===== src/core/conv_start_bit_pkg.sv =====
// constants, tables and types shared by the converter sequencer files
package conv_start_bit_pkg;

    // ------------------------------------------------------------
    // widths
    // ------------------------------------------------------------
    localparam int DW    = 16;
    localparam int AW    = 4;
    localparam int BW    = 8;
    localparam int CW    = 9;
    localparam int RES_W = 10;
    localparam int CH_W  = 3;
    localparam int SPD_W = 3;
    localparam int NCODE = 8;

    // ------------------------------------------------------------
    // register offsets
    // ------------------------------------------------------------
    localparam logic [AW-1:0] OFS_MODE   = 4'h0;
    localparam logic [AW-1:0] OFS_CHAN   = 4'h1;
    localparam logic [AW-1:0] OFS_CMPM   = 4'h2;
    localparam logic [AW-1:0] OFS_THR    = 4'h3;
    localparam logic [AW-1:0] OFS_RESULT = 4'h4;
    localparam logic [AW-1:0] OFS_STS    = 4'h5;
    localparam logic [AW-1:0] OFS_MASK   = 4'h6;
    localparam logic [AW-1:0] OFS_STATE  = 4'h7;

    // ------------------------------------------------------------
    // field positions and reset values
    // ------------------------------------------------------------
    localparam int MODE_START_BIT = 7;
    localparam int MODE_SPD_HI    = 5;
    localparam int MODE_SPD_LO    = 3;
    localparam int MODE_PWR_BIT   = 0;
    localparam int CMP_EN_BIT     = 7;
    localparam int CMP_COND_BIT   = 6;
    localparam int STS_END_BIT    = 0;
    localparam int RES_SHIFT      = 6;
    localparam int THR_LO         = RES_W - BW;
    localparam logic [BW-1:0]    STS_END_MASK = 8'h01;
    localparam logic [BW-1:0]    REG_RST      = 8'h00;
    localparam logic [RES_W-1:0] SAR_TOP      = 10'h200;
    localparam logic [CW-1:0]    CNT_ONE      = 9'h001;

    // ------------------------------------------------------------
    // timing per speed code, in x1 clock cycles (index = code)
    // ------------------------------------------------------------
    localparam logic [NCODE-1:0] LEGAL_MASK = 8'h77;
    localparam logic [CW-1:0] CONV_TAB [NCODE] =
        '{9'h120, 9'h0F0, 9'h0C0, 9'h000, 9'h090, 9'h078, 9'h060, 9'h000};
    localparam logic [CW-1:0] SAMP_TAB [NCODE] =
        '{9'h028, 9'h020, 9'h018, 9'h000, 9'h014, 9'h010, 9'h00C, 9'h000};
    localparam logic [CW-1:0] DLY_MIN_TAB [NCODE] =
        '{9'h020, 9'h01C, 9'h018, 9'h000, 9'h010, 9'h00E, 9'h00C, 9'h000};
    localparam logic [CW-1:0] DLY_MAX_TAB [NCODE] =
        '{9'h024, 9'h020, 9'h01C, 9'h000, 9'h012, 9'h010, 9'h00E, 9'h000};

    // ------------------------------------------------------------
    // sequencer states
    // ------------------------------------------------------------
    typedef enum logic [1:0] {
        ST_IDLE,
        ST_DELAY,
        ST_SAMPLE,
        ST_CONVERT
    } conv_start_bit_state_e;

endpackage


===== src/core/conv_start_bit_tim_if.sv =====
// link between the sequencer and its cycle timer
interface conv_start_bit_tim_if;
    import conv_start_bit_pkg::*;
    logic [SPD_W-1:0] speed;
    logic             clr;
    logic             run;
    logic             conv_phase;
    logic [CW-1:0]    cnt;
    logic             bit_strobe;
    logic [CW-1:0]    conv_cyc;
    logic [CW-1:0]    samp_cyc;
    logic [CW-1:0]    delay_cyc;
    logic             legal;

    modport ctl (output speed, clr, run, conv_phase,
                 input  cnt, bit_strobe, conv_cyc, samp_cyc, delay_cyc, legal);
    modport tim (input  speed, clr, run, conv_phase,
                 output cnt, bit_strobe, conv_cyc, samp_cyc, delay_cyc, legal);
endinterface


===== src/core/conv_start_bit_control.sv =====
// converter sequencer: registers, timing control, result and interrupt
module conv_start_bit_control
    import conv_start_bit_pkg::*;
(
    input  wire logic             clk_sys,
    input  wire logic             reset,
    input  wire logic [AW-1:0]    reg_addr,
    input  wire logic [DW-1:0]    reg_wdata,
    input  wire logic             reg_wr,
    input  wire logic             reg_rd,
    output logic      [DW-1:0]    reg_rdata,
    input  wire logic             standby,
    input  wire logic             cpu_wait,
    input  wire logic             comp_in,
    output logic                  conv_end_irq,
    output logic                  comparator_power_enable,
    output logic                  ref_current_en,
    output logic                  sample_en,
    output logic      [CH_W-1:0]  channel_sel,
    output logic      [RES_W-1:0] dac_code,
    output logic                  conv_busy
);

    // ------------------------------------------------------------
    // declarations
    // ------------------------------------------------------------
    conv_start_bit_tim_if tif ();

    conv_start_bit_state_e     state_q;
    conv_start_bit_state_e     state_d;
    logic [BW-1:0]   conv_mode_reg_q;
    logic [BW-1:0]   channel_select_reg_q;
    logic [BW-1:0]   compare_mode_reg_q;
    logic [BW-1:0]   compare_threshold_reg_q;
    logic [DW-1:0]   conv_result_reg_q;
    logic [BW-1:0]   sts_q;
    logic [BW-1:0]   mask_q;
    logic [DW-1:0]   rdata_q;
    logic            irq_q;
    logic            sample_en_q;
    logic            busy_q;
    logic            comp_s1_q;
    logic            comp_s2_q;
    logic            comp_s3_q;
    logic            comp_q;
    logic [RES_W-1:0] sar_trial;
    logic [RES_W-1:0] sar_res;

    // ------------------------------------------------------------
    // register decode
    // ------------------------------------------------------------
    wire wr_mode   = reg_wr && (reg_addr == OFS_MODE);
    wire wr_chan   = reg_wr && (reg_addr == OFS_CHAN);
    wire wr_cmpm   = reg_wr && (reg_addr == OFS_CMPM);
    wire wr_thr    = reg_wr && (reg_addr == OFS_THR);
    wire wr_mask   = reg_wr && (reg_addr == OFS_MASK);
    wire rd_result = reg_rd && (reg_addr == OFS_RESULT);
    wire rd_sts    = reg_rd && (reg_addr == OFS_STS);
    wire wr_abort  = wr_mode || wr_chan || wr_cmpm || wr_thr;

    wire [BW-1:0] mode_d = wr_mode ? reg_wdata[BW-1:0] : conv_mode_reg_q;
    wire [BW-1:0] chan_d = wr_chan ? reg_wdata[BW-1:0] : channel_select_reg_q;
    wire [BW-1:0] cmpm_d = wr_cmpm ? reg_wdata[BW-1:0] : compare_mode_reg_q;
    wire [BW-1:0] thr_d  = wr_thr  ? reg_wdata[BW-1:0] : compare_threshold_reg_q;
    wire [BW-1:0] mask_d = wr_mask ? reg_wdata[BW-1:0] : mask_q;

    // ------------------------------------------------------------
    // sequencing conditions
    // ------------------------------------------------------------
    wire start_d   = mode_d[MODE_START_BIT];
    wire go        = start_d && tif.legal && !standby;
    wire delay_end = (state_q == ST_DELAY) && !cpu_wait && (tif.cnt == tif.delay_cyc - CNT_ONE);
    wire samp_end  = (state_q == ST_SAMPLE) && (tif.cnt == tif.samp_cyc - CNT_ONE);
    wire end_hit   = (state_q == ST_CONVERT) && (tif.cnt == tif.conv_cyc - tif.samp_cyc - CNT_ONE);
    wire done_ok   = end_hit && go && !wr_abort;
    wire early     = (state_q == ST_IDLE) || (state_q == ST_DELAY);

    wire [BW-1:0]  res_hi  = sar_res[RES_W-1:THR_LO];
    wire           cmp_hit = compare_mode_reg_q[CMP_COND_BIT] ? (res_hi <  compare_threshold_reg_q)
                                                              : (res_hi >= compare_threshold_reg_q);
    wire           irq_set = done_ok && (!compare_mode_reg_q[CMP_EN_BIT] || cmp_hit);
    wire [DW-1:0]  new_result = DW'(sar_res) << RES_SHIFT;
    wire [DW-1:0]  result_d   = done_ok ? new_result : conv_result_reg_q;

    wire [BW-1:0]  sts_set = irq_set ? STS_END_MASK : '0;
    wire [BW-1:0]  sts_clr = rd_sts ? sts_q : '0;
    wire [BW-1:0]  sts_d   = (sts_q & ~sts_clr) | sts_set;

    always_comb begin
        state_d = state_q;
        if (!go) begin
            state_d = ST_IDLE;
        end else if (wr_abort) begin
            state_d = early ? ST_DELAY : ST_SAMPLE;
        end else begin
            unique case (state_q)
                ST_IDLE: begin
                    state_d = ST_DELAY;
                end
                ST_DELAY: begin
                    if (delay_end) begin
                        state_d = ST_SAMPLE;
                    end
                end
                ST_SAMPLE: begin
                    if (samp_end) begin
                        state_d = ST_CONVERT;
                    end
                end
                ST_CONVERT: begin
                    if (end_hit) begin
                        state_d = ST_SAMPLE;
                    end
                end
            endcase
        end
    end

    // ------------------------------------------------------------
    // timer and approximation
    // ------------------------------------------------------------
    assign tif.speed      = mode_d[MODE_SPD_HI:MODE_SPD_LO];
    assign tif.clr        = (state_d != state_q) || wr_abort;
    assign tif.run        = ((state_q == ST_DELAY) && !cpu_wait) || (state_q == ST_SAMPLE) ||
                            (state_q == ST_CONVERT);
    assign tif.conv_phase = (state_q == ST_CONVERT);

    wire sar_start = (state_d == ST_SAMPLE) && tif.clr;

    conv_start_bit_timing u_timing (
        .clk_sys (clk_sys),
        .reset   (reset),
        .tif     (tif)
    );

    conv_start_bit_sar u_sar (
        .clk_sys (clk_sys),
        .reset   (reset),
        .start   (sar_start),
        .strobe  (tif.bit_strobe),
        .comp_hi (comp_q),
        .trial   (sar_trial),
        .result  (sar_res)
    );

    // ------------------------------------------------------------
    // read mux
    // ------------------------------------------------------------
    wire [DW-1:0] rd_state = DW'({tif.legal, sample_en_q, busy_q});
    wire [DW-1:0] rd_mux =
        (reg_addr == OFS_MODE)   ? DW'(conv_mode_reg_q)         :
        (reg_addr == OFS_CHAN)   ? DW'(channel_select_reg_q)    :
        (reg_addr == OFS_CMPM)   ? DW'(compare_mode_reg_q)      :
        (reg_addr == OFS_THR)    ? DW'(compare_threshold_reg_q) :
        (reg_addr == OFS_RESULT) ? conv_result_reg_q            :
        (reg_addr == OFS_STS)    ? DW'(sts_q)                   :
        (reg_addr == OFS_MASK)   ? DW'(mask_q)                  :
        (reg_addr == OFS_STATE)  ? rd_state                     : '0;

    // ------------------------------------------------------------
    // registers
    // ------------------------------------------------------------
    always_ff @(posedge clk_sys) begin
        if (reset) begin
            conv_mode_reg_q         <= REG_RST;
            channel_select_reg_q    <= REG_RST;
            compare_mode_reg_q      <= REG_RST;
            compare_threshold_reg_q <= REG_RST;
            mask_q                  <= REG_RST;
            sts_q                   <= REG_RST;
        end else begin
            conv_mode_reg_q         <= mode_d;
            channel_select_reg_q    <= chan_d;
            compare_mode_reg_q      <= cmpm_d;
            compare_threshold_reg_q <= thr_d;
            mask_q                  <= mask_d;
            sts_q                   <= sts_d;
        end
    end

    always_ff @(posedge clk_sys) begin
        if (reset) begin
            conv_result_reg_q <= '0;
            rdata_q           <= '0;
        end else begin
            rdata_q           <= reg_rd ? rd_mux : '0;
            conv_result_reg_q <= result_d;
        end
    end

    always_ff @(posedge clk_sys) begin
        if (reset) begin
            state_q     <= ST_IDLE;
            sample_en_q <= 1'b0;
            busy_q      <= 1'b0;
            irq_q       <= 1'b0;
        end else begin
            state_q     <= state_d;
            sample_en_q <= (state_d == ST_SAMPLE);
            busy_q      <= (state_d != ST_IDLE);
            irq_q       <= |(sts_d & mask_d);
        end
    end

    // comparator pin: three stages, accept when the last two agree
    always_ff @(posedge clk_sys) begin
        if (reset) begin
            comp_s1_q <= 1'b0;
            comp_s2_q <= 1'b0;
            comp_s3_q <= 1'b0;
            comp_q    <= 1'b0;
        end else begin
            comp_s1_q <= comp_in;
            comp_s2_q <= comp_s1_q;
            comp_s3_q <= comp_s2_q;
            if (comp_s2_q == comp_s3_q) begin
                comp_q <= comp_s3_q;
            end
        end
    end

    // ------------------------------------------------------------
    // outputs
    // ------------------------------------------------------------
    assign reg_rdata               = rdata_q;
    assign conv_end_irq            = irq_q;
    assign comparator_power_enable = conv_mode_reg_q[MODE_PWR_BIT];
    assign ref_current_en          = conv_mode_reg_q[MODE_START_BIT];
    assign sample_en               = sample_en_q;
    assign channel_sel             = channel_select_reg_q[CH_W-1:0];
    assign dac_code                = sar_trial;
    assign conv_busy               = busy_q;
endmodule


===== src/core/conv_start_bit_sar.sv =====
// 10-bit successive approximation register
module conv_start_bit_sar
    import conv_start_bit_pkg::*;
(
    input  wire logic             clk_sys,
    input  wire logic             reset,
    input  wire logic             start,
    input  wire logic             strobe,
    input  wire logic             comp_hi,
    output logic [RES_W-1:0]      trial,
    output logic [RES_W-1:0]      result
);

    logic [RES_W-1:0] trial_q;
    logic [RES_W-1:0] res_q;
    logic [RES_W-1:0] bit_q;
    wire  [RES_W-1:0] keep;
    wire              take;

    // ------------------------------------------------------------
    // bit decision, msb first
    // ------------------------------------------------------------
    assign keep   = comp_hi ? trial_q : (trial_q & ~bit_q);
    assign take   = strobe && (bit_q != '0);
    assign trial  = trial_q;
    assign result = res_q;

    always_ff @(posedge clk_sys) begin
        if (reset) begin
            trial_q <= '0;
            res_q   <= '0;
            bit_q   <= '0;
        end else if (start) begin
            trial_q <= SAR_TOP;
            res_q   <= '0;
            bit_q   <= SAR_TOP;
        end else if (take) begin
            res_q   <= keep;
            bit_q   <= bit_q >> 1;
            trial_q <= keep | (bit_q >> 1);
        end
    end
endmodule


===== src/core/conv_start_bit_timing.sv =====
// cycle timer and speed-code lookup of the converter sequencer
module conv_start_bit_timing
    import conv_start_bit_pkg::*;
(
    input  wire logic clk_sys,
    input  wire logic reset,
    conv_start_bit_tim_if.tim   tif
);

    // ------------------------------------------------------------
    // lookup
    // ------------------------------------------------------------
    logic [CW-1:0] cnt_q;
    logic [CW-1:0] step_q;
    wire  [CW-1:0] step_cyc;
    wire           step_end;

    assign tif.conv_cyc  = CONV_TAB[tif.speed];
    assign tif.samp_cyc  = SAMP_TAB[tif.speed];
    assign tif.delay_cyc = DLY_MIN_TAB[tif.speed];
    assign tif.legal     = LEGAL_MASK[tif.speed];
    assign step_cyc      = CW'((CONV_TAB[tif.speed] - SAMP_TAB[tif.speed]) / RES_W);
    assign step_end      = tif.conv_phase && (step_q == step_cyc - CNT_ONE);
    assign tif.bit_strobe = step_end;
    assign tif.cnt       = cnt_q;

    // ------------------------------------------------------------
    // counters
    // ------------------------------------------------------------
    always_ff @(posedge clk_sys) begin
        if (reset || tif.clr) begin
            cnt_q <= '0;
        end else if (tif.run) begin
            cnt_q <= cnt_q + CNT_ONE;
        end
    end

    always_ff @(posedge clk_sys) begin
        if (reset || tif.clr || !tif.conv_phase || step_end) begin
            step_q <= '0;
        end else begin
            step_q <= step_q + CNT_ONE;
        end
    end
endmodule


===== config.mk =====
export PLATFORM = sky130hd
export DESIGN_NAME = conv_start_bit_control
export DESIGN_NICKNAME = d
export VERILOG_FILES = /design/src/core/conv_start_bit_pkg.sv /design/src/core/conv_start_bit_tim_if.sv /design/src/core/conv_start_bit_control.sv /design/src/core/conv_start_bit_sar.sv /design/src/core/conv_start_bit_timing.sv
export SDC_FILE = /design/constraint.sdc
export NUM_CORES = 1
export LEC_CHECK = 0
export BUFFER_PORTS_ARGS = -buffer_cell sky130_fd_sc_hd__buf_2
export CORE_ASPECT_RATIO = 0.5
export CORE_MARGIN = 4
export CORE_UTILIZATION = 40
export CTS_CLUSTER_DIAMETER = 50
export DETAILED_ROUTE_END_ITERATION = 7
export PLACE_DENSITY_LB_ADDON = 0.05
export SYNTH_ARGS = -nofsm -noshare
export SYNTH_HDL_FRONTEND = slang
export SYNTH_SLANG_ARGS = --single-unit

===== constraint.sdc =====
create_clock -name clk_sys -period 14.92 [get_ports clk_sys]
set_input_delay 2.238 -clock clk_sys [delete_from_list [all_inputs] [get_ports clk_sys]]
set_output_delay 2.238 -clock clk_sys [all_outputs]
set_load 0.02 [all_outputs]

; ---- Yosys cells after proc, flatten, opt, wreduce, memory -nomap -nowiden
; Memory sizes are Yosys's and may differ from the RTL's.
; Index checks and enable logic that the tools add are counted.
[word_totals]
register_bits = 131
wordCells = 143
inputBits = 27
rom_bits = 224
out_inout_bits = 34
n_memories = 4
[memory_table]
columns = memory, depth, width, rd, rd_clocked_by_memory_dff, wr, line
row1 = (no name shown), 8, 9, 1, 0, 0, conv_start_bit_timing.sv:20  ; assign tif.delay_cyc = DLY_MIN_TAB[tif.speed];
row2 = (no name shown), 8, 9, 1, 0, 0, conv_start_bit_timing.sv:19  ; assign tif.samp_cyc = SAMP_TAB[tif.speed];
row3 = (no name shown), 8, 9, 1, 0, 0, conv_start_bit_timing.sv:18  ; assign tif.conv_cyc = CONV_TAB[tif.speed];
row4 = (no name shown), 8, 1, 1, 0, 0, conv_start_bit_timing.sv:21  ; assign tif.legal = LEGAL_MASK[tif.speed];
[classes]
div_mod_pow = 1
n_mux = 32
n_eq_ne = 17
n_lt_le_gt_ge = 4
n_addsub = 8
n_reduce_logical = 43
bitwise_logic = 9
[op_table]
columns = op, n
row1 = 8-bit 2-to-1 mux, 9
row2 = 9-bit 2-to-1 mux, 6
row3 = 10-bit 2-to-1 mux, 5
row4 = 9-bit equality test, 4
row5 = "9-bit by 1-bit subtractor with 9-bit output, second input constant", 4
row6 = "32-bit by 4-bit divider with 32-bit output, second input constant", 1
row7 = "9-bit by 1-bit adder with 9-bit output, second input constant", 2
row8 = 1-bit logical AND, 18
row9 = 8-bit AND, 2
row10 = "4-bit by 3-bit equality test with 1-bit output, second input constant", 4
row11 = 16-bit 2-to-1 mux, 1
row12 = 2-bit 2-to-1 mux, 6
row13 = 1-bit logical OR, 11
row14 = 10-bit AND, 1
row15 = 10-bit NOT, 1
row16 = 10-bit by 9-bit bitwise OR with 10-bit output, 1
row17 = 10-bit nonzero test, 1
row18 = 9-bit by 9-bit subtractor with 10-bit output, 1
row19 = 9-bit subtractor, 1
row20 = "4-bit by 2-bit equality test with 1-bit output, second input constant", 2
row21 = 8-bit greater-or-equal comparator, 1
row22 = 8-bit less-than comparator, 1
row23 = 8-bit NOT, 1
row24 = 8-bit by 1-bit bitwise OR with 8-bit output, 1
row25 = 19 further kinds, 29

; ---- Longest topological paths before layout
; Gate-level depths: netlist of run 1.
[logic_depth]
ltp_word = 20
mapped_depth = 50
mapped_depth_nobuf = 45

; ---- Modules after synthesis
; Synthesis of run 1 repeated with hierarchy kept, for this count alone.
[unflattened]
cells_unflattened = 1036
hier_area_um2 = 8562.0
[by_module_without_submodules]
columns = module, cells_each, seq_area_each_um2, instances, area_each_um2
row1 = conv_start_bit_control, 533, 1661.6, 1, 4633.2
row2 = conv_start_bit_timing, 368, 360.3, 1, 2778.9
row3 = conv_start_bit_sar, 135, 600.6, 1, 1149.9

; ---- Worst setup path before layout of run 1
; No wires, ideal clock.
[synth_path]
kind = in2reg
from = in reg_addr[0]
to = reg u_sar.trial_q[0], in the netlist u_sar.trial[0]
path_buffers = 6
arrival_time_ps = 12061
slack_ps = 2725
path_stages = 49
required_ps = 14787
setup_ps = 133
path_cell_list = clkbuf_1 > nor2b_1 > clkbuf_1 > nand2_1 > clkbuf_1 > mux2i_2 > inv_2 > ha_1 > clkbuf_1 > a21oi_1 > ha_1 > a41oi_1 > and2_1 > buf_2 > a22o_1 > nor3b_1 > o32ai_2 > and2_1 > (+13 left out) > mux2i_1 > a21o_1 > or4_1 > a221oi_2 > o21ai_2 > nor2_1 > ha_1 > and3_1 > nand3_1 > nor4_1 > o21ai_0 > a21boi_0 > o221a_2 > o41ai_1 > a211oi_2 > buf_2 > o211a_1 > o22ai_1
[synth_via]
elab_chain_len = 19
word_cells_on_any_way = 53
cone_classes = add/sub: 6 / div: 1 / eq/ne: 9 / mux: 14 / bitwise: 1 / reduce/logical: 18 / memory: 4
[synth_rtl]
columns = element, line
row1 = from (decl), conv_start_bit_control.sv:7  ; input wire logic [AW-1:0] reg_addr,
row2 = 4-bit logical NOT *, conv_start_bit_control.sv:52  ; wire wr_mode = reg_wr && (reg_addr == OFS_MODE);
row3 = 1-bit logical AND *, conv_start_bit_control.sv:52
row4 = 8-bit 2-to-1 mux *, conv_start_bit_control.sv:61  ; wire [BW-1:0] mode_d = wr_mode ? reg_wdata[BW-1:0] : conv_mode_reg_q;
row5 = named net mode_d[4], conv_start_bit_control.sv:61
row6 = "parallel branches: the longest is 16 deep, another holds 32-bit by 4-bit divider with 32-bit output", n/a
row7 = to (signal assigned), conv_start_bit_sar.sv:40  ; trial_q <= keep | (bit_q >> 1);
row8 = to (decl), conv_start_bit_sar.sv:14  ; logic [RES_W-1:0] trial_q;
; Mark *: on every way through the listed nets, which the timed path passes. The select of a mux whose other input is x is not followed.
; A chain may end at the register's enable or synchronous reset.

; ---- Final worst setup path of run 1
[layout_path]
from = in reg_addr[1]
to = reg u_sar.trial_q[8], in the netlist u_sar.trial[8]
; Same word-level chain as after synthesis.

==> metrics.csv, run 1 <==
metric,value,unit
core_area,0.0206,mm²
fin_tns_setup,0,ps
setup.worst_path.end,u_sar.trial[8]$_SDFFE_PP0P_,
ant_nets,0,
worstSetupPathType,in2reg,
track_usage,21.4,%
ys_ff_latch,131,
cts_resized,0,
synth_cells,1024,
firstDrtPassIters,5,
nets,1111,
start_kind,input port,
path_clk_slew,60,ps
powerDensity,109,mW/mm²
clock_latency,430,ps
htreeDepth,4,
whs,442,ps
drv_slew,0,
syn_area_per_cell,8.21,µm²
synth_cell_types,102,
synth_edf_count,0,
diodes,0,
avgRoutedWirePerCell,18.5,µm
ios,61,
period_share,91.2,%
worst-r2r-cell-count,43,
die_w,213,µm
fin_crit,13610,ps
finalSetupViolations,0,
max_slew.worst_pin.slew,1050,ps
syn_to_final_growth,13.0,%
min_path_type,reg2reg,
holdBufCountCts,0,
grt_overflow,0,
grt_antenna_before_repair,0,
crit_fanout,24,
grt_pass1_vias,7482,
hold_viol,0,
first_iter_violations,660,
fmax,73.5,MHz
drt-total-wl,24900,µm
setup_slack,1310,ps
vias_per_cell,5.71,
clock_skew,14.8,ps
multi_input_area,0.00542,mm²
fp.dieH,111,µm
detailroute.via_count,7685,
power.total,1.03,mW
critPathMostFrequentCell,ha_1,
cts_buffers,17,
drc_errors,0,
post_cts_buffers,0,
ys_seq_area_share,31.2,%
r2r_slack,3830,ps
grt_first_pass_wirelength,40700,µm
start_util,40.8,%
routabilityCongestion,0.854,
status,finished clean,
cts_sinks,131,
clk_path_buf_depth,2,
relSlewSlack,29.1,%
ys.flop_type,dfxtp_1,
rows,37,
ir_worst_vdd,0.0593,mV
place_ws,1160,ps
cp.required,15270,ps
seq_area,0.00262,mm²
cp.arrival,13960,ps
fillers,2081,
syn-cell-area,0.00841,mm²
root_buffer,clkbuf_16,
cp-end-kind,flop,
slowest_delay,530,ps
rsz0062_at_grt,false,
dp_hpwl,18100,µm
cap_violations,0,
grt_max_degree,67,
drive_above_1_share,14.6,%
reg2reg_to,u_sar.trial[8]$_SDFFE_PP0P_,
die_area,0.0235,mm²
async_flop_share,0,%
setup.worst_path.start,reg_addr[1],
syn-num-nets,1075,
reg2reg_from,conv_mode_reg_q[3]$_SDFF_PP0_,
yosysWarningCount,0,
cts_tree,built,
p_leak,4.02,nW
io_buffer_count,52,
cp_slowest_cell,nor3_2,
-- metal layers --
| metal | up-vias | track usage [%] | part of all wire [%] | routed length [µm] |
|---|---|---|---|---|
| li1 | 3804 | - | - | - |
| met1 | 3674 | 32.7 | 53 | 13100 |
| met2 | 180 | 30.8 | 42 | 10300 |
| met3 | 27 | 3.78 | 4.3 | 1070 |
| met4 | 0 | 5.57 | 1.5 | 363 |
| met5 | - | 0 | 0 | 0 |
-- cell type report --
type	instances	share of cell area, %
clock buffer	20	4.81
clock inverter	11	1.33
inverter	38	1.51
multi-input combinational	803	57.1
sequential	131	27.6
tap	273	3.60
timing repair buffer	69	4.08
-- metrics by stage --
step	std cells	area (µm²)	utilization (%)
6_report	1345	9500	46.1
3_5_place_dp	1314	8920	43.3
3_3_place_gp	1314	8920	43.3
4_1_cts	1345	9500	46.1
2_1_floorplan	1024	8410	-
5_1_grt	1345	9500	46.1
-- synthesized netlist by cell type (13+ instances only) --
master	count	share of area, %
ha_1	23	3.4
nor3_1	22	1.3
xor2_1	24	2.5
nor2b_1	15	1.1
nand3_1	28	1.7
o21ai_0	39	2.3
and3_1	13	0.97
nand2_1	101	4.5
mux2i_1	62	7.4
a21oi_1	71	4.2
inv_1	35	1.6
xnor2_1	25	2.6
dfxtp_1	131	31
and2_1	23	1.7
nor2_1	105	4.7
nand4_1	17	1.3
clkbuf_1	37	1.7
-- flip-flops by register name, indices dropped and copies added (netlist names), 2 cells and up --
| register | flops |
|---|---|
| u_sar.bit_q | 10 |
| channel_select_reg_q | 8 |
| u_sar.trial | 10 |
| u_sar.result | 10 |
| conv_mode_reg_q | 8 |
| compare_mode_reg_q | 8 |
| compare_threshold_reg_q | 8 |
| mask_q | 8 |
| u_timing.step_q | 9 |
| conv_result_reg_q | 10 |
| state_q | 2 |
| sts_q | 8 |
| reg_rdata | 16 |
| u_timing.tif.cnt | 9 |
-- logic make-up (layout without fill, tap and decap cells) --
group | after synthesis | after routing | synth area share [%]
AOI/OAI and AO/OA | 261 | 261 | 22.5
xor gates and xnor gates | 49 | 49 | 5.10
adders and majority gates | 26 | 26 | 3.90
buffers and inverters | 90 | 138 | 4.37
DFF | 131 | 131 | 31.2
muxes | 75 | 75 | 9.22
other | 1 | 1 | 0.0446
and+or+nand+nor | 391 | 391 | 23.6
-- placed cells by master, fill, tap and decap left out, types with 22 or more instances in the layout --
cell | synthesis | final
and2_1 | 23 | 23
ha_1 | 23 | 23
mux2i_1 | 62 | 62
a21oi_1 | 71 | 71
xnor2_1 | 25 | 25
buf_2 | 8 | 52
nand3_1 | 28 | 28
nor2_1 | 105 | 105
o21ai_0 | 39 | 39
nor3_1 | 22 | 22
xor2_1 | 24 | 24
dfxtp_1 | 131 | 131
inv_1 | 35 | 35
nand2_1 | 101 | 101
-- how the worst min path moves through the flow --
stage / start / to / depth (start not counted)
after floorplan: comp_s1_q$_SDFF_PP0_ / comp_s2_q$_SDFF_PP0_ / 1
after global placement: comp_s1_q$_SDFF_PP0_ / comp_s2_q$_SDFF_PP0_ / 1
after detailed placement: comp_s1_q$_SDFF_PP0_ / comp_s2_q$_SDFF_PP0_ / 1
after CTS: comp_s1_q$_SDFF_PP0_ / comp_s2_q$_SDFF_PP0_ / 1
after global routing: comp_s1_q$_SDFF_PP0_ / comp_s2_q$_SDFF_PP0_ / 1
final: comp_s1_q$_SDFF_PP0_ / comp_s2_q$_SDFF_PP0_ / 1
-- critical path: cells and delay by family --
family,cells,cell delay (ps)
simple gates,12,3300
xor+xnor,1,250
compound gates,18,4700
mux,3,650
buf+inv,6,1030
fa+ha+maj,5,1720
-- report_power, final --
| part | internal (mW) | total [mW] | switching [mW] | leakage [nW] |
|---|---|---|---|---|
| Sequential | 0.352 | 0.353 | 0.00114 | 1.06 |
| Clock | 0.254 | 0.421 | 0.167 | 0.275 |
| Combinational | 0.0962 | 0.258 | 0.162 | 2.69 |
| Total | 0.702 | 1.03 | 0.330 | 4.02 |
Power figures use the tool's default switching activity.
==> run 2: changes to the inputs <==
Settings changed: ABC_AREA set to 1.
==> run 2 against run 1 <==
  * Clock power fell by 6.2%
  * Clock skew shrank 2.2 ps
  * Wire length decreased by 19%
  * Die area is 5.8% lower
  * Largest power group unchanged
==> metrics.csv, run 2 <==
metric,value,unit
final_common_cell,nand2_1,
start_kind,input port,
fmax,91.3,MHz
crit_fanout,24,
fin_tns_setup,0,ps
grt_antenna_before_repair,0,
ios,61,
cts_resized,0,
slowest_delay,500,ps
fp.dieH,107,µm
cap_violations,0,
largest_register_ffs,16,
p_sw_share,36.8,%
drc_errors,0,
nets,1250,
post_cts_buffers,0,
grt_overflow,0,
cp.required,15220,ps
io_buffer_count,52,
p_leak,4.03,nW
holdBufCountCts,0,
p_clk_share,36.1,%
rsz0062_at_grt,false,
start_util,41.8,%
clock_skew,12.6,ps
ir_worst_vdd,0.0888,mV
avgRoutedWirePerCell,13.8,µm
syn-cell-area,0.00789,mm²
min_path_type,reg2reg,
utilization,47.1,%
hold_viol,0,
layout_common_cells,"212 x nand2_1, 176 x inv_1, 158 x nor2_1",
root_buffer,clkbuf_16,
die_w,207,µm
cts_sinks,131,
core_area,0.0189,mm²
path_clk_slew,60,ps
powerDensity,123,mW/mm²
routabilityCongestion,0.864,
relSlewSlack,22.6,%
grt_max_degree,42,
clock_latency,420,ps
worstSetupPathType,in2reg,
max_slew.worst_pin.slew,1160,ps
cp_slowest_cell,ha_1,
track_usage,18.7,%
first_iter_violations,392,
clk_path_buf_depth,2,
grt_pass1_vias,6753,
syn_area_per_cell,6.82,µm²
cts_tree,built,
rows,35,
cp-end-kind,flop,
ys.flop_type,dfxtp_1,
combPwrFrac,31.4,%
syn_to_final_growth,12.5,%
ant_nets,0,
fin_crit,10950,ps
yosysTopAreaCell,dfxtp_1,
period_share,73.4,%
detailroute.via_count,7287,
finalSetupViolations,0,
pwr-share-seq,32.5,%
vias_per_cell,4.96,
cp.arrival,11250,ps
firstDrtPassIters,7,
cts_buffers,17,
status,finished clean,
post-synth-top-count-cell,nand2_1,
ys_seq_area_share,33.2,%
synth_cells,1157,
synth_top_area_share,33.2,%
async_flop_share,0,%
synth_edf_count,0,
drv_slew,0,
yosys-top-cells-area,"dfxtp_1 33%, nand2_1 10%, inv_1 8.4%",
synth_cell_types,54,
internal_power,691,µW
grt_first_pass_wirelength,33700,µm
ys_ff_latch,131,
drive_above_1_share,13.0,%
switchingPower,402,µW
htreeDepth,4,
diodes,0,
drt-total-wl,20300,µm
syn-num-nets,1208,
dp_hpwl,15400,µm
die_area,0.0222,mm²
yosysWarningCount,0,
synth.top_cells.by_count,"212 x nand2_1, 176 x inv_1, 158 x nor2_1",
-- run 2: power groups by stage --
stage | Sequential [mW] | Combinational (mW) | Clock, mW
after floorplan | 0.363 | 0.281 | 0
after global placement | 0.362 | 0.339 | 0
after detailed placement | 0.362 | 0.343 | 0
after global routing | 0.355 | 0.392 | 0.419
final | 0.355 | 0.343 | 0.395
after CTS | 0.355 | 0.345 | 0.403
-- run 2: critical path: cells and delay by family --
kind                     cells  cell delay (ps)
buffers and inverters       13             1660
AND/OR/NAND/NOR             37             5080
XOR/XNOR                     1              140
AO/OA/AOI/OAI                3              680
adder cells (fa/ha/maj)      5             1430
-- run 2: worst paths after layout --
path / from / endpoint / slack (ps) / cells past startpoint
worst max-delay path: reg_addr[2] / u_sar.result[4]$_SDFFE_PP0P_ / 3970 / 59
worst min-delay path: conv_result_reg_q[13]$_SDFFE_PP0P_ / reg_rdata[13]$_SDFF_PP0_ / 420 / 2
worst max register to register: conv_mode_reg_q[4]$_SDFF_PP0_ / u_sar.result[4]$_SDFFE_PP0P_ / 6010 / 55
worst min register to register: conv_result_reg_q[13]$_SDFFE_PP0P_ / reg_rdata[13]$_SDFF_PP0_ / 420 / 2
-- run 2: final cells by class --
class	count	area, µm²
inverter	186	701
tap	259	324
multi-input combinational	808	4400
clock buffer	18	429
fill	1978	9990
timing repair buffer	55	283
clock inverter	13	125
sequential	131	2620
-- run 2: logic make-up after synthesis --
group / synth area share, %
adder cells (fa/ha/maj): 3.90
AND/OR/NAND/NOR: 34.1
XOR/XNOR: 3.44
other: 0.0475
buffers and inverters: 11.2
multiplexers: 0.254
AO/OA/AOI/OAI: 13.8
flip-flops: 33.2
-- run 2: per-layer routing --
metal,vias up,wire length [µm],track usage (%)
met5,-,0,0
met4,0,199,4.93
met3,17,732,2.38
met2,132,9000,29.9
met1,3293,10300,26.7
li1,3845,-,-
-- run 2: per-stage QoR --
step	setup slack [ps]	instance area, µm²	hold WS, ps	instances	total power [mW]
final	3970	8880	416	1470	1.09
after global routing	2960	8880	437	1470	1.17
after CTS	3970	8880	419	1470	1.10
after detailed placement	3550	8330	412	1439	0.706
after global placement	3600	8330	412	1439	0.702
after floorplan	5750	7890	388	1157	0.644
==> run 3: changes to the inputs <==
Clock period 14.92 ns to 11.45 ns, I/O delays scaled along.
==> run 3 against run 2 <==
  * Register-to-register slack worse by 3100 ps
  * First-iteration DRC count is 6.4% higher
  * Final cell count hardly changed
  * Clock skew is 4.4 ps higher
  * Sequential share of layout area is 0.22 points lower
  * Largest cell class unchanged
==> metrics.csv, run 3 (synthesis gave the netlist of run 2 again) <==
metric,value,unit
power.total,1.48,mW
fin_crit,10070,ps
ant_nets,0,
start_util,41.8,%
grt_pass1_vias,6746,
setup.worst_path.start,reg_addr[2],
clock_latency,420,ps
reg2reg_to,u_sar.result[9]$_SDFFE_PP0P_,
routabilityCongestion,0.872,
crit_fanout,29,
powerDensity,165,mW/mm²
clock_skew,17.0,ps
layout_common_cells,"212 x nand2_1, 176 x inv_1, 158 x nor2_1",
min_path_type,reg2reg,
clk_path_buf_depth,2,
cp_slowest_cell,ha_1,
fp.dieH,107,µm
start_kind,input port,
p_leak,4.06,nW
cap_violations,0,
rsz0062_at_grt,false,
use_met2,30.2,%
grt.met3_usage,2.56,%
drc_errors,0,
whs,417,ps
fin_tns_setup,0,ps
holdBufCountCts,0,
vias_per_cell,4.94,
io_buffer_count,52,
finalSetupViolations,0,
cts_sinks,131,
drv_slew,0,
drt-total-wl,20400,µm
hold_viol,0,
dp_hpwl,15300,µm
avgRoutedWirePerCell,13.8,µm
status,finished clean,
hold_path_depth,2,
grt_antenna_before_repair,0,
cp.arrival,10370,ps
firstDrtPassIters,5,
slowest_delay,490,ps
utilization,47.4,%
relSlewSlack,23.3,%
worstSetupPathType,in2reg,
die_w,207,µm
largest_register_ffs,16,
grt_max_degree,42,
diodes,0,
track_usage,18.7,%
grt_overflow,0,
cp.required,11740,ps
fillers,1960,
nets,1251,
place_ws,923,ps
path_clk_slew,60,ps
post-place-cells,1440,
grt_first_pass_wirelength,33800,µm
rows,35,
fmax,99.3,MHz
drive_above_1_share,13.2,%
syn_to_final_growth,13.4,%
first_iter_violations,417,
min_to,reg_rdata[13]$_SDFF_PP0_,
htreeDepth,4,
setup_slack,1380,ps
max_slew.worst_pin.slew,1150,ps
global_route.usage.met1,26.7,%
core_area,0.0189,mm²
cts_buffers,17,
cp-end-kind,flop,
r2r_slack,2910,ps
final_cell_count_no_fill,1471,
worst-r2r-cell-count,56,
hp-start,conv_result_reg_q[13]$_SDFFE_PP0P_,
reg2reg_from,conv_mode_reg_q[4]$_SDFF_PP0_,
detailroute.via_count,7261,
post_cts_buffers,0,
cts_resized,0,
ios,61,
die_area,0.0222,mm²
grt-busiest-layer,met2,
period_share,88.0,%
final_common_cell,nand2_1,
critPathMostFrequentCell,nand2_1,
cts_tree,built,
ir_worst_vdd,0.109,mV
place_area,0.00833,mm²
final_area,0.00895,mm²
root_buffer,clkbuf_16,
run 3: cell count changes in the layout (fill, tap and decap cells not counted):
cell        delta
clkinv_4       +1
inv_8          +1
clkinvlp_4     -1
clkinv_2       -1
clkbuf_8       +1
inv_6          -2
buf_4          +1
bufinv_16      +2
clkbuf_1       -1
run 3: cell type report:
| class | instances | area, µm² | area share (%) |
|---|---|---|---|
| multi-input cells | 808 | 4400 | 49.1 |
| flip-flops and latches | 131 | 2620 | 29.3 |
| inverters | 186 | 701 | 7.83 |
| clock buffers | 18 | 439 | 4.91 |
| well taps | 259 | 324 | 3.62 |
| repair buffers | 56 | 290 | 3.24 |
| clock inverters | 13 | 175 | 1.96 |
run 3: routing by layer:
layer	share of wire (%)	vias up
met1	52	3291
met3	3.5	11
li1	-	3851
met5	0	-
met4	0.78	0
met2	44	108
run 3: worst max-delay path: cells and delay by family:
kind	cells	cell delay, ps
AND/OR/NAND/NOR	39	4940
buffers and inverters	13	1770
adder cells (fa/ha/maj)	5	1340
AO/OA/AOI/OAI	2	400
XOR/XNOR	1	140
run 3: worst max path at each step:
stage          slack, ps  cells past startpoint                      endpoint
4_1_cts             1340                     62  u_sar.result[9]$_SDFFE_PP0P_
3_5_place_dp         920                     62  u_sar.result[9]$_SDFFE_PP0P_
2_1_floorplan       2800                     63   u_sar.trial[7]$_SDFFE_PP0P_
5_1_grt              330                     64  u_sar.result[9]$_SDFFE_PP0P_
6_report            1380                     60  u_sar.result[9]$_SDFFE_PP0P_
3_3_place_gp        1020                     60  u_sar.result[9]$_SDFFE_PP0P_
run 3: where the power goes:
group	internal [mW]	leakage, nW	switching [mW]
Clock	0.352	0.299	0.219
Combinational	0.139	2.71	0.307
Sequential	0.460	1.06	0.00241
Total	0.951	4.06	0.529
